==> src/rtl/scn_regs_pkg.sv <==
// Purpose: shared constants and types of the scanner register front end
// Assumes: one 50 MHz system clock, synchronous active-low reset
// Notes: register index times four is the byte address on the bus
package scn_regs_pkg;

  // register indices
  localparam logic [4:0] SCN_IDX_IMAGE = 5'h00;
  localparam logic [4:0] SCN_IDX_AMOUNT = 5'h01;
  localparam logic [4:0] SCN_IDX_PINS = 5'h02;
  localparam logic [4:0] SCN_IDX_CTRL = 5'h03;
  localparam logic [4:0] SCN_IDX_ADDR_HI = 5'h04;
  localparam logic [4:0] SCN_IDX_ADDR_LO = 5'h05;
  localparam logic [4:0] SCN_IDX_DATA = 5'h06;
  localparam logic [4:0] SCN_IDX_EDGE_SEL = 5'h10;

  // table_port_control field positions
  localparam int SCN_CTRL_TGT_LSB = 0;
  localparam int SCN_CTRL_COLOR_LSB = 2;
  localparam int SCN_CTRL_PAUSE_BIT = 4;
  localparam int SCN_CTRL_TEST_BIT = 6;
  // table_address_high field positions
  localparam int SCN_AHI_DIR_BIT = 6;
  localparam int SCN_AHI_ADDR_W = 6;

  // reset values
  localparam logic [7:0] SCN_CTRL_RST = 8'h00;
  localparam logic [13:0] SCN_ADDR_RST = 14'h0000;
  localparam logic SCN_DIR_RST = 1'b0;
  localparam logic [7:0] SCN_EDGE_SEL_RST = 8'h00;

  // highest legal entry addresses per target
  localparam logic [13:0] SCN_GAMMA_MAX = 14'h0FFF;
  localparam logic [13:0] SCN_COEF_MAX = 14'h3FFF;

  typedef enum logic [1:0] {
    SCN_TGT_OFFSET = 2'b00,
    SCN_TGT_GAIN = 2'b01,
    SCN_TGT_GAMMA = 2'b10,
    SCN_TGT_NONE = 2'b11
  } scn_target_t;

  typedef enum logic [1:0] {
    SCN_COL_RED = 2'b00,
    SCN_COL_GREEN = 2'b01,
    SCN_COL_BLUE = 2'b10,
    SCN_COL_NONE = 2'b11
  } scn_color_t;

  // one byte access to a coefficient or gamma memory
  typedef struct packed {
    logic we;
    scn_target_t target;
    scn_color_t color;
    logic [13:0] addr;
    logic hi_byte;
    logic [7:0] wdata;
  } scn_tbl_cmd_t;

endpackage

==> src/rtl/scn_regs.sv <==
// Purpose: host register front end: image byte port, status, table data port
// Assumes: Avalon-MM slave with waitrequest, byte address, data in bits 7..0
// Notes: table memories and image buffer sit outside behind simple handshakes
//
// The implementer's own choice: the Avalon-MM register port.
`timescale 1ns/1ns
module scn_regs
  import scn_regs_pkg::*;
(
  input wire logic sys_clk_in,
  input wire logic reset_n_in,
  // avalon-mm slave
  input wire logic [6:0] avs_address_in,
  input wire logic avs_read_in,
  input wire logic avs_write_in,
  input wire logic [31:0] avs_writedata_in,
  input wire logic [3:0] avs_byteenable_in,
  output logic [31:0] avs_readdata_out,
  output logic avs_waitrequest_out,
  // image buffer stream
  input wire logic [7:0] img_data_in,
  input wire logic img_valid_in,
  output logic img_ready_out,
  // status from scan logic
  input wire logic [7:0] buf_count_in,
  input wire logic pause_in,
  // sense pins
  input wire logic sheet_detect_one_in,
  input wire logic sheet_detect_two_in,
  input wire logic [5:0] aux_in,
  // table memory port
  output scn_tbl_cmd_t tbl_cmd_out,
  output logic tbl_req_out,
  input wire logic tbl_ack_in,
  input wire logic [7:0] tbl_rdata_in,
  output logic mem_test_out
);

  typedef enum logic [1:0] {
    SCN_ST_IDLE = 2'b00,
    SCN_ST_IMG = 2'b01,
    SCN_ST_MEM = 2'b10,
    SCN_ST_DONE = 2'b11
  } scn_state_t;

  scn_state_t st_q;
  logic [7:0] rdata_q;
  logic wait_q;
  logic pop_q;
  logic req_q;
  scn_tbl_cmd_t cmd_q;
  logic [7:0] ctrl_q;
  logic [13:0] addr_q;
  logic dir_q;
  logic phase_q;
  logic [7:0] edge_sel_q;
  logic [7:0] pin_state;

  // bus decode
  wire [4:0] idx = avs_address_in[6:2];
  wire idle = (st_q == SCN_ST_IDLE);
  wire wr_ok = idle && avs_write_in && avs_byteenable_in[0];
  wire rd_req = idle && avs_read_in;
  wire wr_ctrl = wr_ok && (idx == SCN_IDX_CTRL);
  wire wr_ahi = wr_ok && (idx == SCN_IDX_ADDR_HI);
  wire wr_alo = wr_ok && (idx == SCN_IDX_ADDR_LO);
  wire wr_edge = wr_ok && (idx == SCN_IDX_EDGE_SEL);
  wire rd_img = rd_req && (idx == SCN_IDX_IMAGE);
  wire rd_pins = rd_req && (idx == SCN_IDX_PINS);
  wire mem_rd = rd_req && (idx == SCN_IDX_DATA) && dir_q;
  wire mem_wr = wr_ok && (idx == SCN_IDX_DATA) && !dir_q;
  wire mem_done = (st_q == SCN_ST_MEM) && tbl_ack_in;
  wire is_gamma = (ctrl_q[SCN_CTRL_TGT_LSB +: 2] == SCN_TGT_GAMMA);
  wire entry_end = is_gamma || phase_q;

  // read multiplexer; unmapped and wrong-direction reads give zero
  logic [7:0] rd_mux;
  always_comb begin
    rd_mux = 8'h00;
    case (idx)
      SCN_IDX_AMOUNT: rd_mux = buf_count_in;
      SCN_IDX_PINS: rd_mux = pin_state;
      SCN_IDX_CTRL: rd_mux = {1'b0, ctrl_q[SCN_CTRL_TEST_BIT], 1'b0, pause_in, ctrl_q[3:0]};
      SCN_IDX_ADDR_HI: rd_mux = {1'b0, dir_q, addr_q[13:8]};
      SCN_IDX_ADDR_LO: rd_mux = addr_q[7:0];
      SCN_IDX_EDGE_SEL: rd_mux = edge_sel_q;
      default: rd_mux = 8'h00;
    endcase
  end

  // pins are synchronised inside; the read pulse clears edge bits
  scn_pin_capture #(
    .W(8)
  ) u_pins (
    .sys_clk_in(sys_clk_in),
    .reset_n_in(reset_n_in),
    .pins_in({aux_in, sheet_detect_two_in, sheet_detect_one_in}),
    .edge_sel_in(edge_sel_q),
    .clear_in(rd_pins),
    .state_out(pin_state)
  );

  // control register; pause bit is never stored, it reads live
  always_ff @(posedge sys_clk_in) begin
    if (!reset_n_in) begin
      ctrl_q <= SCN_CTRL_RST;
    end else if (wr_ctrl) begin
      ctrl_q <= {1'b0, avs_writedata_in[SCN_CTRL_TEST_BIT], 2'b00, avs_writedata_in[3:0]};
    end
  end

  assign mem_test_out = ctrl_q[SCN_CTRL_TEST_BIT];

  // edge sensitivity select, one bit per pin
  always_ff @(posedge sys_clk_in) begin
    if (!reset_n_in) begin
      edge_sel_q <= SCN_EDGE_SEL_RST;
    end else if (wr_edge) begin
      edge_sel_q <= avs_writedata_in[7:0];
    end
  end

  // address, direction and byte phase; advance after each whole entry
  logic [13:0] addr_d;
  logic phase_d;
  always_comb begin
    addr_d = addr_q;
    phase_d = phase_q;
    if (wr_ahi) begin
      addr_d = {avs_writedata_in[SCN_AHI_ADDR_W-1:0], addr_q[7:0]};
      phase_d = 1'b0;
    end else if (wr_alo) begin
      addr_d = {addr_q[13:8], avs_writedata_in[7:0]};
      phase_d = 1'b0;
    end else if (mem_done) begin
      addr_d = entry_end ? addr_q + 14'h0001 : addr_q;
      phase_d = entry_end ? 1'b0 : 1'b1;
    end
  end

  always_ff @(posedge sys_clk_in) begin
    if (!reset_n_in) begin
      addr_q <= SCN_ADDR_RST;
      dir_q <= SCN_DIR_RST;
      phase_q <= 1'b0;
    end else begin
      addr_q <= addr_d;
      phase_q <= phase_d;
      if (wr_ahi) begin
        dir_q <= avs_writedata_in[SCN_AHI_DIR_BIT];
      end
    end
  end

  // access sequencer; waitrequest drops for exactly the answer cycle
  always_ff @(posedge sys_clk_in) begin
    if (!reset_n_in) begin
      st_q <= SCN_ST_IDLE;
      wait_q <= 1'b1;
      rdata_q <= 8'h00;
      pop_q <= 1'b0;
      req_q <= 1'b0;
      cmd_q <= '0;
    end else begin
      pop_q <= 1'b0;
      case (st_q)
        SCN_ST_IDLE: begin
          if (rd_img) begin
            st_q <= SCN_ST_IMG;
          end else if (mem_rd || mem_wr) begin
            req_q <= 1'b1;
            cmd_q <= '{we: mem_wr, target: scn_target_t'(ctrl_q[1:0]), color: scn_color_t'(ctrl_q[3:2]),
                       addr: addr_q, hi_byte: phase_q, wdata: avs_writedata_in[7:0]};
            st_q <= SCN_ST_MEM;
          end else if (avs_read_in || avs_write_in) begin
            rdata_q <= avs_read_in ? rd_mux : 8'h00;
            wait_q <= 1'b0;
            st_q <= SCN_ST_DONE;
          end
        end
        SCN_ST_IMG: begin
          // stall the bus until the buffer really has a byte
          if (img_valid_in) begin
            rdata_q <= img_data_in;
            pop_q <= 1'b1;
            wait_q <= 1'b0;
            st_q <= SCN_ST_DONE;
          end
        end
        SCN_ST_MEM: begin
          if (tbl_ack_in) begin
            req_q <= 1'b0;
            rdata_q <= cmd_q.we ? 8'h00 : tbl_rdata_in;
            wait_q <= 1'b0;
            st_q <= SCN_ST_DONE;
          end
        end
        SCN_ST_DONE: begin
          wait_q <= 1'b1;
          st_q <= SCN_ST_IDLE;
        end
        default: begin
          st_q <= SCN_ST_IDLE;
          wait_q <= 1'b1;
        end
      endcase
    end
  end

  assign avs_readdata_out = {24'h000000, rdata_q};
  assign avs_waitrequest_out = wait_q;
  assign img_ready_out = pop_q;
  assign tbl_req_out = req_q;
  assign tbl_cmd_out = cmd_q;
endmodule

==> src/rtl/scn_pin_capture.sv <==
// Purpose: synchronise sense pins and hold level or sticky edge state
// Assumes: pins are asynchronous to sys_clk_in
// Notes: an edge arriving with the clear pulse survives the clear
`timescale 1ns/1ns
module scn_pin_capture #(
  parameter int W = 8
) (
  input wire logic sys_clk_in,
  input wire logic reset_n_in,
  input wire logic [W-1:0] pins_in,
  input wire logic [W-1:0] edge_sel_in,
  input wire logic clear_in,
  output logic [W-1:0] state_out
);

  logic [W-1:0] sync1_q;
  logic [W-1:0] sync2_q;
  logic [W-1:0] prev_q;
  logic [W-1:0] rise;
  logic [W-1:0] state_d;

  // two-stage synchroniser, first stage read only by the second
  always_ff @(posedge sys_clk_in) begin
    if (!reset_n_in) begin
      sync1_q <= '0;
      sync2_q <= '0;
      prev_q <= '0;
    end else begin
      sync1_q <= pins_in;
      sync2_q <= sync1_q;
      prev_q <= sync2_q;
    end
  end

  // edge bits latch a rising edge until read; level bits follow the pin
  assign rise = sync2_q & ~prev_q;
  assign state_d = (edge_sel_in & (rise | (state_out & {W{~clear_in}}))) | (~edge_sel_in & sync2_q);

  always_ff @(posedge sys_clk_in) begin
    if (!reset_n_in) begin
      state_out <= '0;
    end else begin
      state_out <= state_d;
    end
  end

endmodule

==> config.mk <==
export PLATFORM = sky130hd
export DESIGN_NAME = scn_regs
export DESIGN_NICKNAME = d
export VERILOG_FILES = /design/src/rtl/scn_regs_pkg.sv /design/src/rtl/scn_regs.sv /design/src/rtl/scn_pin_capture.sv
export SDC_FILE = /design/constraint.sdc
export NUM_CORES = 1
export LEC_CHECK = 0
export BUFFER_PORTS_ARGS = -buffer_cell sky130_fd_sc_hd__buf_2
export CORE_MARGIN = 5
export CORE_UTILIZATION = 25
export CTS_CLUSTER_DIAMETER = 40
export DETAILED_ROUTE_END_ITERATION = 10
export HOLD_SLACK_MARGIN = 0.15
export PLACE_DENSITY = 0.54
export SETUP_SLACK_MARGIN = 0.05
export SYNTH_ARGS = -nofsm -noshare
export SYNTH_HDL_FRONTEND = slang
export SYNTH_SLANG_ARGS = --single-unit
==> constraint.sdc <==
create_clock -name sys_clk_in -period 5.45 [get_ports sys_clk_in]
set_clock_uncertainty 0.2 [all_clocks]
set_input_delay 1.635 -clock sys_clk_in [delete_from_list [all_inputs] [get_ports sys_clk_in]]
set_output_delay 1.635 -clock sys_clk_in [all_outputs]
set_load 0.005 [all_outputs]
==> metrics.md, run 1 <==
| Metric | Value |
|---|---|
| Worst-path cell chain | `buf_2 > nor3b_2 > nand3_2 > o21ai_2 > mux2i_1 > nor2_1` |
| Commonest non-fill, non-tap cell in the layout | `dfxtp_1` |
| Die W | `147 µm` |
| Largest net degree at the start of global routing | `54` |
| Vias in the first global route | `3924` |
| Count of hold buffers inserted by post-cts repair | `0` |
| Router iterations before antenna repair | `4` |
| Setup Buffers After CTS | `0` |
| Core Area | `0.0186 mm²` |
| Worst-Margin Slew | `1.01 ns` |
| Die area | `0.0217 mm²` |
| Critical path arrival | `3.65 ns` |
| Total Wirelength | `13800 µm` |
| Vias post-DR | `3987` |
| Slew Limit Fails | `0` |
| Pre-CTS setup slack | `1.45 ns` |
| Async SR Flop Fraction | `0%` |
| Post-CTS Resized | `0` |
| Share of layout cells above drive strength 1 | `22.2%` |
| Final worst slack | `1.81 ns` |
| # DRC | `0` |
| Fin crit period | `3.64 ns` |
| Die height | `147 µm` |
| Hold depth | `1` |
| Total Power | `0.00196 W` |
| Initial antenna violation count | `0` |
| Hold_ws | `0.235 ns` |
| Row count | `50` |
| Synth top area share | `43.3%` |
| Port Buffers | `92` |
| Unique cell type count in the Yosys netlist | `55` |
| Most frequent cells in the layout | `dfxtp_1 (102), buf_2 (92), nand2_1 (83)` |
| Ports | `146` |
| Final Hold Fails | `0` |
| Critical path's slowest cell | `nor3b_2` |
| Critical path fanouts, max | `15` |
| Vias per cell | `4.73` |
| Total Routing Usage GR | `12.9%` |
| Clock transition at path regs | `0.07 ns` |
| Ys flop type | `dfxtp_1` |
| Register bit total from synthesis | `102` |
| Hpwl dp | `9890 µm` |
| Longest Clk Path Bufs | `2` |
| Worst Hold Path EP | `u_pins.sync2_q[6]` |
| Crit start category | `input pin` |
| First-pass GRT wire length | `22200 µm` |
| Drt wl/cell | `16.4 µm` |
| Mean Syn Cell Area | `8.85 µm²` |
| Nets | `691` |
| Netlist area before placement | `0.00472 mm²` |
| Max-cap check violation count | `0` |
| Gp weighted congestion | `0.804` |
| Final worst path period share | `66.8%` |
| Slowest stage delay, CP | `0.62 ns` |
| Post-synthesis sequential area ratio | `43.3%` |
| Fin Setup TNS | `0 ns` |
| RSZ-0062 raised after global routing | `no` |
| Total CTS buffers | `9` |
| Antenna-violating nets left | `0` |
| Max-slew headroom | `32.6%` |
| Clock Sink Count | `102` |
| PwrDens | `351 mW/mm²` |
| Worst setup startpoint | `avs_address_in[4]` |
| Peak supply drop | `0.177 mV` |
| Starting DRT DRC Count | `183` |
| Clock root buffer | `clkbuf_16` |
| Worst r2r dst | `rdata_q[0]` |
| Post-synth EDFFs | `0` |
| CTS tree | `yes` |
| Worst path bufs/invs | `1` |
| Top cells by area, synth | `dfxtp_1 (43%), nand2_1 (6.6%), a21oi_1 (4.9%), buf_4 (4.3%), mux2i_1 (3.8%)` |
| Delay-heaviest family, CP | `simple AND/OR/NAND/NOR gates` |
| WS Path Type | `input pin to flop` |
| Worst reg-to-reg setup slack | `2.59 ns` |
| Worst Path Required | `5.46 ns` |
| Leakage | `2.19 nW` |
| Leading area contributor after synthesis | `dfxtp_1` |
| Final setup vio count | `0` |
| Syn-to-layout area delta | `18.0%` |
| Synth warn | `0` |
| F_max | `0.275 GHz` |
| Initial Utilization | `25.3%` |
| Clk Latency, worst-skew pair | `0.36 ns` |
| GRT overflow | `0` |
| Worst hold-check path type | `flop to flop` |
| Worst reg2reg startpoint | `st_q[0]` |
| Cells after Synth | `533` |
| H-tree depth | `3` |
| Crit end category | `flop` |
| Status | `complete, no violations` |
| Diode count | `0` |
| Hold Startpoint | `u_pins.sync1_q[6]` |
| Worst reg2reg path depth | `8` |
registers in the layout, indices dropped and copies added (netlist names):
register and cells:
tbl_cmd_out 28, addr_q 14, edge_sel_q 8, rdata_q 8
u_pins.prev_q 8, u_pins.state_out 8, u_pins.sync1_q 8, u_pins.sync2_q 8
ctrl_q 5, st_q 2, avs_waitrequest_out 1, dir_q 1
img_ready_out 1, phase_q 1, tbl_req_out 1
worst max-delay path by stage:
stage | end | cells past startpoint
after floorplan | rdata_q[1] | 7
after global placement | rdata_q[0] | 6
after detailed placement | addr_q[1] | 6
after CTS | addr_q[1] | 6
after global routing | addr_q[1] | 6
final | addr_q[1] | 6
synthesized netlist by cell type, types with 4 or more instances:
cell	instances
xnor2_1	4
and3_1	5
inv_1	5
mux2i_1	18
nor2_1	28
o21ai_0	13
buf_4	27
nand3_1	27
buf_2	6
nor2b_1	4
a32o_1	7
clkbuf_1	23
mux2_2	9
nor3_1	5
dfxtp_1	102
and2_1	28
a41oi_1	4
ha_1	5
o221a_1	7
a21oi_1	46
a22o_1	10
a32oi_1	11
nand2_1	83
worst reg2reg max path, delay by kind of cell, from the launching register on:
family,cells,cell delay [ns]
fa+ha+maj,1,0.39
flops,1,0.35
compound gates,3,0.81
buf+inv,2,0.47
simple gates,2,0.55
logic make-up after synthesis:
logic type | count (synthesis) | synth area share (%)
simple gates | 203 | 21.6
mux | 27 | 5.97
flops | 102 | 43.3
other cells | 1 | 0.0795
fa+ha+maj | 5 | 1.33
xor+xnor | 6 | 1.11
buf+inv | 66 | 7.75
compound gates | 123 | 18.9
layout make-up:
| cell class | count | area (µm²) |
|---|---|---|
| multi-input cells | 388 | 2400 |
| repair buffers | 97 | 498 |
| clock buffers | 10 | 239 |
| inverters | 6 | 22.5 |
| well taps | 234 | 293 |
| clock inverters | 6 | 77.6 |
| fillers | 2018 | 13100 |
| flip-flops and latches | 102 | 2040 |
routing by layer:
layer	track usage [%]	routed length (µm)
met5	0	0
met1	18.0	6940
met2	19.9	6100
met4	3.08	106
met3	3.49	686
report_power, final:
| part | total (W) | internal, W | switching [W] |
|---|---|---|---|
| sequential | 0.000830 | 0.000798 | 0.0000326 |
| clock | 0.000685 | 0.000377 | 0.000308 |
| combinational | 0.000441 | 0.000180 | 0.000262 |
metrics by stage:
| step | instance area (µm²) | instances | util [%] |
|---|---|---|---|
| after floorplan | 4800 | 556 | - |
| after global placement | 5250 | 827 | 28.2 |
| after detailed placement | 5250 | 827 | 28.2 |
| after CTS | 5570 | 843 | 29.9 |
| after global routing | 5570 | 843 | 29.9 |
| final | 5570 | 843 | 29.9 |
Note: power is estimated with default switching activity, not from simulation.
==> inputs of run 2 (changes only) <==
--- a/config.mk
+++ b/config.mk
@@ -5,13 +5,14 @@
 export SDC_FILE = /design/constraint.sdc
 export NUM_CORES = 1
 export LEC_CHECK = 0
+export ABC_AREA = 1
 export BUFFER_PORTS_ARGS = -buffer_cell sky130_fd_sc_hd__buf_2
 export CORE_MARGIN = 5
 export CORE_UTILIZATION = 25
 export CTS_CLUSTER_DIAMETER = 40
 export DETAILED_ROUTE_END_ITERATION = 10
 export HOLD_SLACK_MARGIN = 0.15
-export PLACE_DENSITY = 0.54
+export PLACE_DENSITY = 0.53
 export SETUP_SLACK_MARGIN = 0.05
 export SYNTH_ARGS = -nofsm -noshare
 export SYNTH_HDL_FRONTEND = slang
==> constraint.sdc (replaced) <==
create_clock -name sys_clk_in -period 3.4 [get_ports sys_clk_in]
set_clock_uncertainty 0.2 [all_clocks]
set_input_delay 1.02 -clock sys_clk_in [delete_from_list [all_inputs] [get_ports sys_clk_in]]
set_output_delay 1.02 -clock sys_clk_in [all_outputs]
set_load 0.005 [all_outputs]
==> metrics.md, run 2 <==
| Metric | Value |
|---|---|
| Status | `complete, no violations` |
| GRT overflow | `0` |
| Setup Buffers After CTS | `0` |
| Critical path's slowest cell | `nor2_1` |
| Die W | `152 µm` |
| Longest Clk Path Bufs | `2` |
| Max-slew headroom | `59.9%` |
| Total Routing Usage GR | `12.7%` |
| Critical path arrival | `2.54 ns` |
| Router iterations before antenna repair | `5` |
| Leakage | `2.90 nW` |
| Total Wirelength | `14800 µm` |
| RSZ-0062 raised after global routing | `no` |
| Post-synthesis sequential area ratio | `40.2%` |
| Async SR Flop Fraction | `0%` |
| Count of hold buffers inserted by post-cts repair | `0` |
| Leading area contributor after synthesis | `dfxtp_1` |
| Mean Syn Cell Area | `7.06 µm²` |
| Post-CTS Resized | `0` |
| Compound-cell area share of the yosys netlist | `15.4%` |
| Critical path fanouts, max | `11` |
| Peak supply drop | `0.224 mV` |
| Share of layout cells above drive strength 1 | `18.3%` |
| Worst reg-to-reg setup slack | `1.26 ns` |
| Post-Synth Simple-Gate Area | `30.1%` |
| Register bit total from synthesis | `102` |
| Vias post-DR | `4641` |
| H-tree depth | `3` |
| Hold_ws | `0.211 ns` |
| Crit start category | `input pin` |
| Syn-to-layout area delta | `17.4%` |
| Synth top area share | `40.2%` |
| Max reg flops | `28` |
| Clock transition at path regs | `0.07 ns` |
| Top cells by count, synth | `nand2_1 (173), dfxtp_1 (102), nor2_1 (100), inv_1 (70), o21ai_0 (56)` |
| Slew Limit Fails | `0` |
| Netlist area before placement | `0.00507 mm²` |
| Gp weighted congestion | `0.869` |
| Drt wl/cell | `13.7 µm` |
| Clock root buffer | `clkbuf_16` |
| PwrDens | `522 mW/mm²` |
| Most frequent cell after synthesis | `nand2_1` |
| Antenna-violating nets left | `0` |
| Hpwl dp | `11300 µm` |
| Worst Path Required | `3.44 ns` |
| Synth warn | `0` |
| F_max | `0.400 GHz` |
| Total CTS buffers | `9` |
| Commonest non-fill, non-tap cell in the layout | `nand2_1` |
| WS Path Type | `input pin to flop` |
| # fillers | `2247` |
| Largest family of logic cells by synthesized area | `simple AND/OR/NAND/NOR gates` |
| Mux contribution to synthesized area | `0%` |
| CTS tree | `yes` |
| Most frequent cells in the layout | `nand2_1 (173), dfxtp_1 (102), nor2_1 (100)` |
| Slowest stage delay, CP | `0.32 ns` |
| Post-synth EDFFs | `0` |
| Die height | `152 µm` |
| Row count | `52` |
| Max-cap check violation count | `0` |
| Ys flop type | `dfxtp_1` |
| Final Hold Fails | `0` |
| Ports | `146` |
| Initial antenna violation count | `1` |
| Final setup vio count | `0` |
| Fin Setup TNS | `0 ns` |
| Top cells by area, synth | `dfxtp_1 (40%), nand2_1 (13%), nor2_1 (7.4%), o21ai_0 (5.5%), inv_1 (5.2%)` |
| Post-synthesis xor/xnor area fraction | `0.518%` |
| First-pass GRT wire length | `23800 µm` |
| Port Buffers | `92` |
| Synth Area in Adders | `1.23%` |
| Worst hold-check path type | `flop to flop` |
| Worst-Margin Slew | `0.601 ns` |
| Crit end category | `flop` |
| Nets | `890` |
| Cells after Synth | `719` |
| Unique cell type count in the Yosys netlist | `39` |
| # DRC | `0` |
| Clock Sink Count | `102` |
| Fin crit period | `2.50 ns` |
| Initial Utilization | `25.2%` |
| Starting DRT DRC Count | `284` |
| Vias in the first global route | `4290` |
| Final worst path period share | `73.5%` |
| Diode count | `0` |
| Die area | `0.0232 mm²` |
| Vias per cell | `4.31` |
| Core Area | `0.0201 mm²` |
| Worst-path cell chain | `buf_2 > nor2_1 > buf_4 > nand3_1 > nor2_1 > buf_4 > inv_1 > o21ai_0 > a21oi_1` |
| Largest net degree at the start of global routing | `56` |
| Clk Latency, worst-skew pair | `0.35 ns` |
[run 2: cell types whose count changed after synthesis, sizes merged, moves of 8 or more]
cell    previous run  this run
o21bai             0         8
inv                6        76
mux2               9         0
o21ai             15        65
a22o              10         2
nand2             83       182
and2              28         0
clkbuf            24         8
mux2i             18         0
nand4              3        21
nor2              28       108
a32oi             11         0
[run 2: layout make-up]
| type | instances | area, µm² | share of cell area (%) |
|---|---|---|---|
| multi-input cells | 516 | 2490 | 41.8 |
| flip-flops and latches | 102 | 2040 | 34.3 |
| repair buffers | 98 | 505 | 8.49 |
| well taps | 270 | 338 | 5.67 |
| inverters | 76 | 293 | 4.91 |
| clock buffers | 11 | 233 | 3.91 |
| clock inverters | 5 | 58.8 | 0.987 |
[run 2: logic make-up (layout without fill, tap and decap cells)]
| kind of cell | count (synthesis) | count (layout) |
|---|---|---|
| AO/OA/AOI/OAI | 136 | 136 |
| XOR/XNOR | 3 | 3 |
| adder cells (fa/ha/maj) | 5 | 5 |
| buffers and inverters | 124 | 190 |
| flip-flops | 102 | 102 |
| other | 1 | 24 |
| AND/OR/NAND/NOR | 348 | 348 |
[run 2: power breakdown]
| group | leakage, nW | internal (W) | switching, W | total, W |
|---|---|---|---|---|
| combinational | 1.94 | 0.000272 | 0.000469 | 0.000741 |
| sequential | 0.829 | 0.00129 | 0.0000527 | 0.00134 |
| clock | 0.136 | 0.000573 | 0.000457 | 0.00103 |
| total | 2.90 | 0.00213 | 0.000979 | 0.00311 |
[run 2: worst paths after layout]
kind,start,to,cells after the start
worst max-delay path,avs_address_in[5],edge_sel_q[0],9
worst min-delay path,u_pins.sync1_q[6],u_pins.sync2_q[6],2
worst max register to register,st_q[0],addr_q[5],9
worst min register to register,u_pins.sync1_q[6],u_pins.sync2_q[6],2
[run 2: layer usage]
metal / share of wire (%) / vias up / GRT usage, %
li1: - / 2438 / -
met2: 46 / 120 / 20.0
met4: 1.7 / 2 / 3.99
met3: 5.7 / 15 / 3.66
met5: 0.068 / - / 0
met1: 47 / 2066 / 17.0
[run 2: critical path, delay by kind of cell]
kind	cells	cell delay, ns
AO/OA/AOI/OAI	2	0.23
buffers and inverters	4	0.65
AND/OR/NAND/NOR	3	0.63
[run 2: through the flow]
| stage | cell area [µm²] | utilization, % | worst slack, ns | power (W) | instances |
|---|---|---|---|---|---|
| 6_report | 5960 | 29.6 | 0.900 | 0.00311 | 1078 |
| 5_1_grt | 5960 | 29.6 | 0.687 | 0.00332 | 1078 |
| 4_1_cts | 5960 | 29.6 | 0.917 | 0.00316 | 1078 |
| 3_5_place_dp | 5670 | 28.2 | 0.546 | 0.00211 | 1062 |
| 3_3_place_gp | 5670 | 28.2 | 0.618 | 0.00211 | 1062 |
| 2_1_floorplan | 5160 | - | 1.08 | 0.00192 | 742 |
==> inputs of run 3 (changes only) <==
--- a/config.mk
+++ b/config.mk
@@ -5,14 +5,14 @@
 export SDC_FILE = /design/constraint.sdc
 export NUM_CORES = 1
 export LEC_CHECK = 0
-export ABC_AREA = 1
+export ABC_AREA = 0
 export BUFFER_PORTS_ARGS = -buffer_cell sky130_fd_sc_hd__buf_2
 export CORE_MARGIN = 5
 export CORE_UTILIZATION = 25
 export CTS_CLUSTER_DIAMETER = 40
 export DETAILED_ROUTE_END_ITERATION = 10
 export HOLD_SLACK_MARGIN = 0.15
-export PLACE_DENSITY = 0.53
+export PLACE_DENSITY = 0.55
 export SETUP_SLACK_MARGIN = 0.05
 export SYNTH_ARGS = -nofsm -noshare
 export SYNTH_HDL_FRONTEND = slang
==> constraint.sdc (replaced) <==
create_clock -name sys_clk_in -period 2.1 [get_ports sys_clk_in]
set_clock_uncertainty 0.2 [all_clocks]
set_input_delay 0.63 -clock sys_clk_in [delete_from_list [all_inputs] [get_ports sys_clk_in]]
set_output_delay 0.63 -clock sys_clk_in [all_outputs]
set_load 0.005 [all_outputs]
==> metrics.md, run 3 (synthesized netlist as in run 1, its figures left out) <==
| Metric | Value |
|---|---|
| Final setup vio count | `0` |
| Row count | `50` |
| Slew Limit Fails | `0` |
| Crit end category | `flop` |
| Total CTS buffers | `9` |
| Total Wirelength | `14800 µm` |
| Worst path bufs/invs | `3` |
| Vias in the first global route | `3882` |
| Peak supply drop | `0.358 mV` |
| Critical path arrival | `2.08 ns` |
| Sw Pwr | `0.00164 W` |
| Die W | `147 µm` |
| Combinational power share | `28.7%` |
| Area post-placement | `0.00574 mm²` |
| Router iterations before antenna repair | `4` |
| Max-cap check violation count | `0` |
| Vias post-DR | `4183` |
| Clock network power share | `32.1%` |
| Clock root buffer | `clkbuf_16` |
| Drt wl/cell | `16.2 µm` |
| H-tree depth | `3` |
| CTS tree | `yes` |
| First-pass GRT wire length | `22200 µm` |
| Sequential share of power | `39.2%` |
| Reg area | `0.00205 mm²` |
| Die area | `0.0217 mm²` |
| Critical path fanouts, max | `8` |
| Fin crit period | `2.05 ns` |
| Status | `complete, no violations` |
| Final Hold Fails | `0` |
| Worst hold-check path type | `flop to flop` |
| Leakage | `2.58 nW` |
| Hold_ws | `0.236 ns` |
| Count of hold buffers inserted by post-cts repair | `0` |
| Final Instance Area | `0.00632 mm²` |
| Clk Latency, worst-skew pair | `0.35 ns` |
| Final worst path period share | `97.6%` |
| Critical path's slowest cell | `a2111oi_4` |
| Antenna-violating nets left | `0` |
| Ports | `146` |
| Worst-path cell chain | `inv_2 > ha_4 > nand4b_1 > a2111oi_4 > buf_6 > buf_12 > nor2_4 > mux2i_1 > nor2_1` |
| Core Area | `0.0186 mm²` |
| WS Path Type | `flop to flop` |
| Most frequent cells in the layout | `dfxtp_1 (99), buf_2 (92), nand2_1 (83)` |
| Commonest non-fill, non-tap cell in the layout | `dfxtp_1` |
| Clock Sink Count | `102` |
| Delay-heaviest family, CP | `buffers and inverters` |
| Diode count | `0` |
| Longest Clk Path Bufs | `2` |
| Clock transition at path regs | `0.07 ns` |
| Die height | `147 µm` |
| Worst Path Required | `2.14 ns` |
| Starting DRT DRC Count | `198` |
| # DRC | `0` |
| Slowest stage delay, CP | `0.41 ns` |
| Port Buffers | `92` |
| Initial Utilization | `25.3%` |
| Syn-to-layout area delta | `33.9%` |
| PwrDens | `880 mW/mm²` |
| Switch share | `29.5%` |
| F_max | `0.488 GHz` |
| Internal | `0.00392 W` |
| Area occupied by multi-input gates | `0.00255 mm²` |
| Total Routing Usage GR | `13.0%` |
| Share of layout cells above drive strength 1 | `32.7%` |
| GRT overflow | `0` |
| Largest net degree at the start of global routing | `54` |
| RSZ-0062 raised after global routing | `yes` |
| Crit start category | `flop` |
| Nets | `758` |
| # fillers | `2014` |
| Vias per cell | `4.60` |
| Initial antenna violation count | `1` |
| Max reg flops | `28` |
| Gp weighted congestion | `0.829` |
| Hpwl dp | `10400 µm` |
## run 3: cell count changes in the layout (fill, tap and decap cells not counted), moves of 18 or more
| cell | change |
|---|---|
| and2_1 | +26 |
| buf_4 | +51 |
| inv_1 | -67 |
| nand2_1 | -90 |
| nand4_1 | -18 |
| nor2_1 | -74 |
| o21ai_0 | -44 |
## run 3: cell type report
class,instances,share of cell area [%]
Clock buffer,10,3.63
Timing Repair Buffer,162,17.3
Clock inverter,5,1.31
Inverter,6,0.396
Multi-Input combinational cell,390,40.3
Sequential cell,102,32.4
Tap cell,234,4.64
## run 3: what timing repair did
action                                  CTS  global route
resized for setup                         5            26
buffers inserted                          2            10
cloned                                    0             4
endpoints found under the setup margin    8            51
pin swaps                                 2            13
endpoints found under the hold margin     0             0
## run 3: power groups by stage
| stage | clock, W | sequential (W) | combinational [W] |
|---|---|---|---|
| detailed placement | 0 | 0.00221 | 0.00139 |
| CTS | 0.00185 | 0.00217 | 0.00144 |
| global placement | 0 | 0.00222 | 0.00139 |
| finish | 0.00178 | 0.00218 | 0.00160 |
| global route | 0.00193 | 0.00219 | 0.00175 |
| floorplan | 0 | 0.00220 | 0.000930 |
## run 3: routing by layer
| metal | wire (µm) | share of wire, % | vias up | track usage, % |
|---|---|---|---|---|
| met2 | 7050 | 48 | 92 | 20.9 |
| met3 | 616 | 4.2 | 24 | 3.02 |
| li1 | - | - | 2126 | - |
| met4 | 304 | 2.1 | 2 | 4.24 |
| met5 | 7 | 0.047 | - | 0 |
| met1 | 6780 | 46 | 1939 | 17.1 |
## run 3: worst paths after layout
path	start	end	slack [ns]	cells past startpoint
worst max-delay path	st_q[1]	st_q[0]	0.05	9
worst min-delay path	u_pins.sync1_q[7]	u_pins.sync2_q[7]	0.24	1
worst max register to register	st_q[1]	st_q[0]	0.05	9
worst min register to register	u_pins.sync1_q[7]	u_pins.sync2_q[7]	0.24	1
## run 3: metrics by stage
step                util [%]  TNS, ns  cells  power, W  worst slack [ns]
floorplan                  -   -0.506    556   0.00313           -0.0696
global placement        30.8    -8.81    878   0.00360            -0.241
detailed placement      30.8    -9.57    878   0.00360            -0.252
CTS                     32.6        0    895   0.00546            0.0418
global route            33.9  -0.0125    909   0.00587          -0.00905
finish                  33.9        0    909   0.00556            0.0505
## run 3: worst register-to-register path: cells and delay by family (launching register included)
kind            cells  cell delay, ns
compound gates      1            0.41
fa+ha+maj           1            0.15
flops               1            0.34
buf+inv             3            0.41
simple gates        3            0.25
mux                 1            0.15
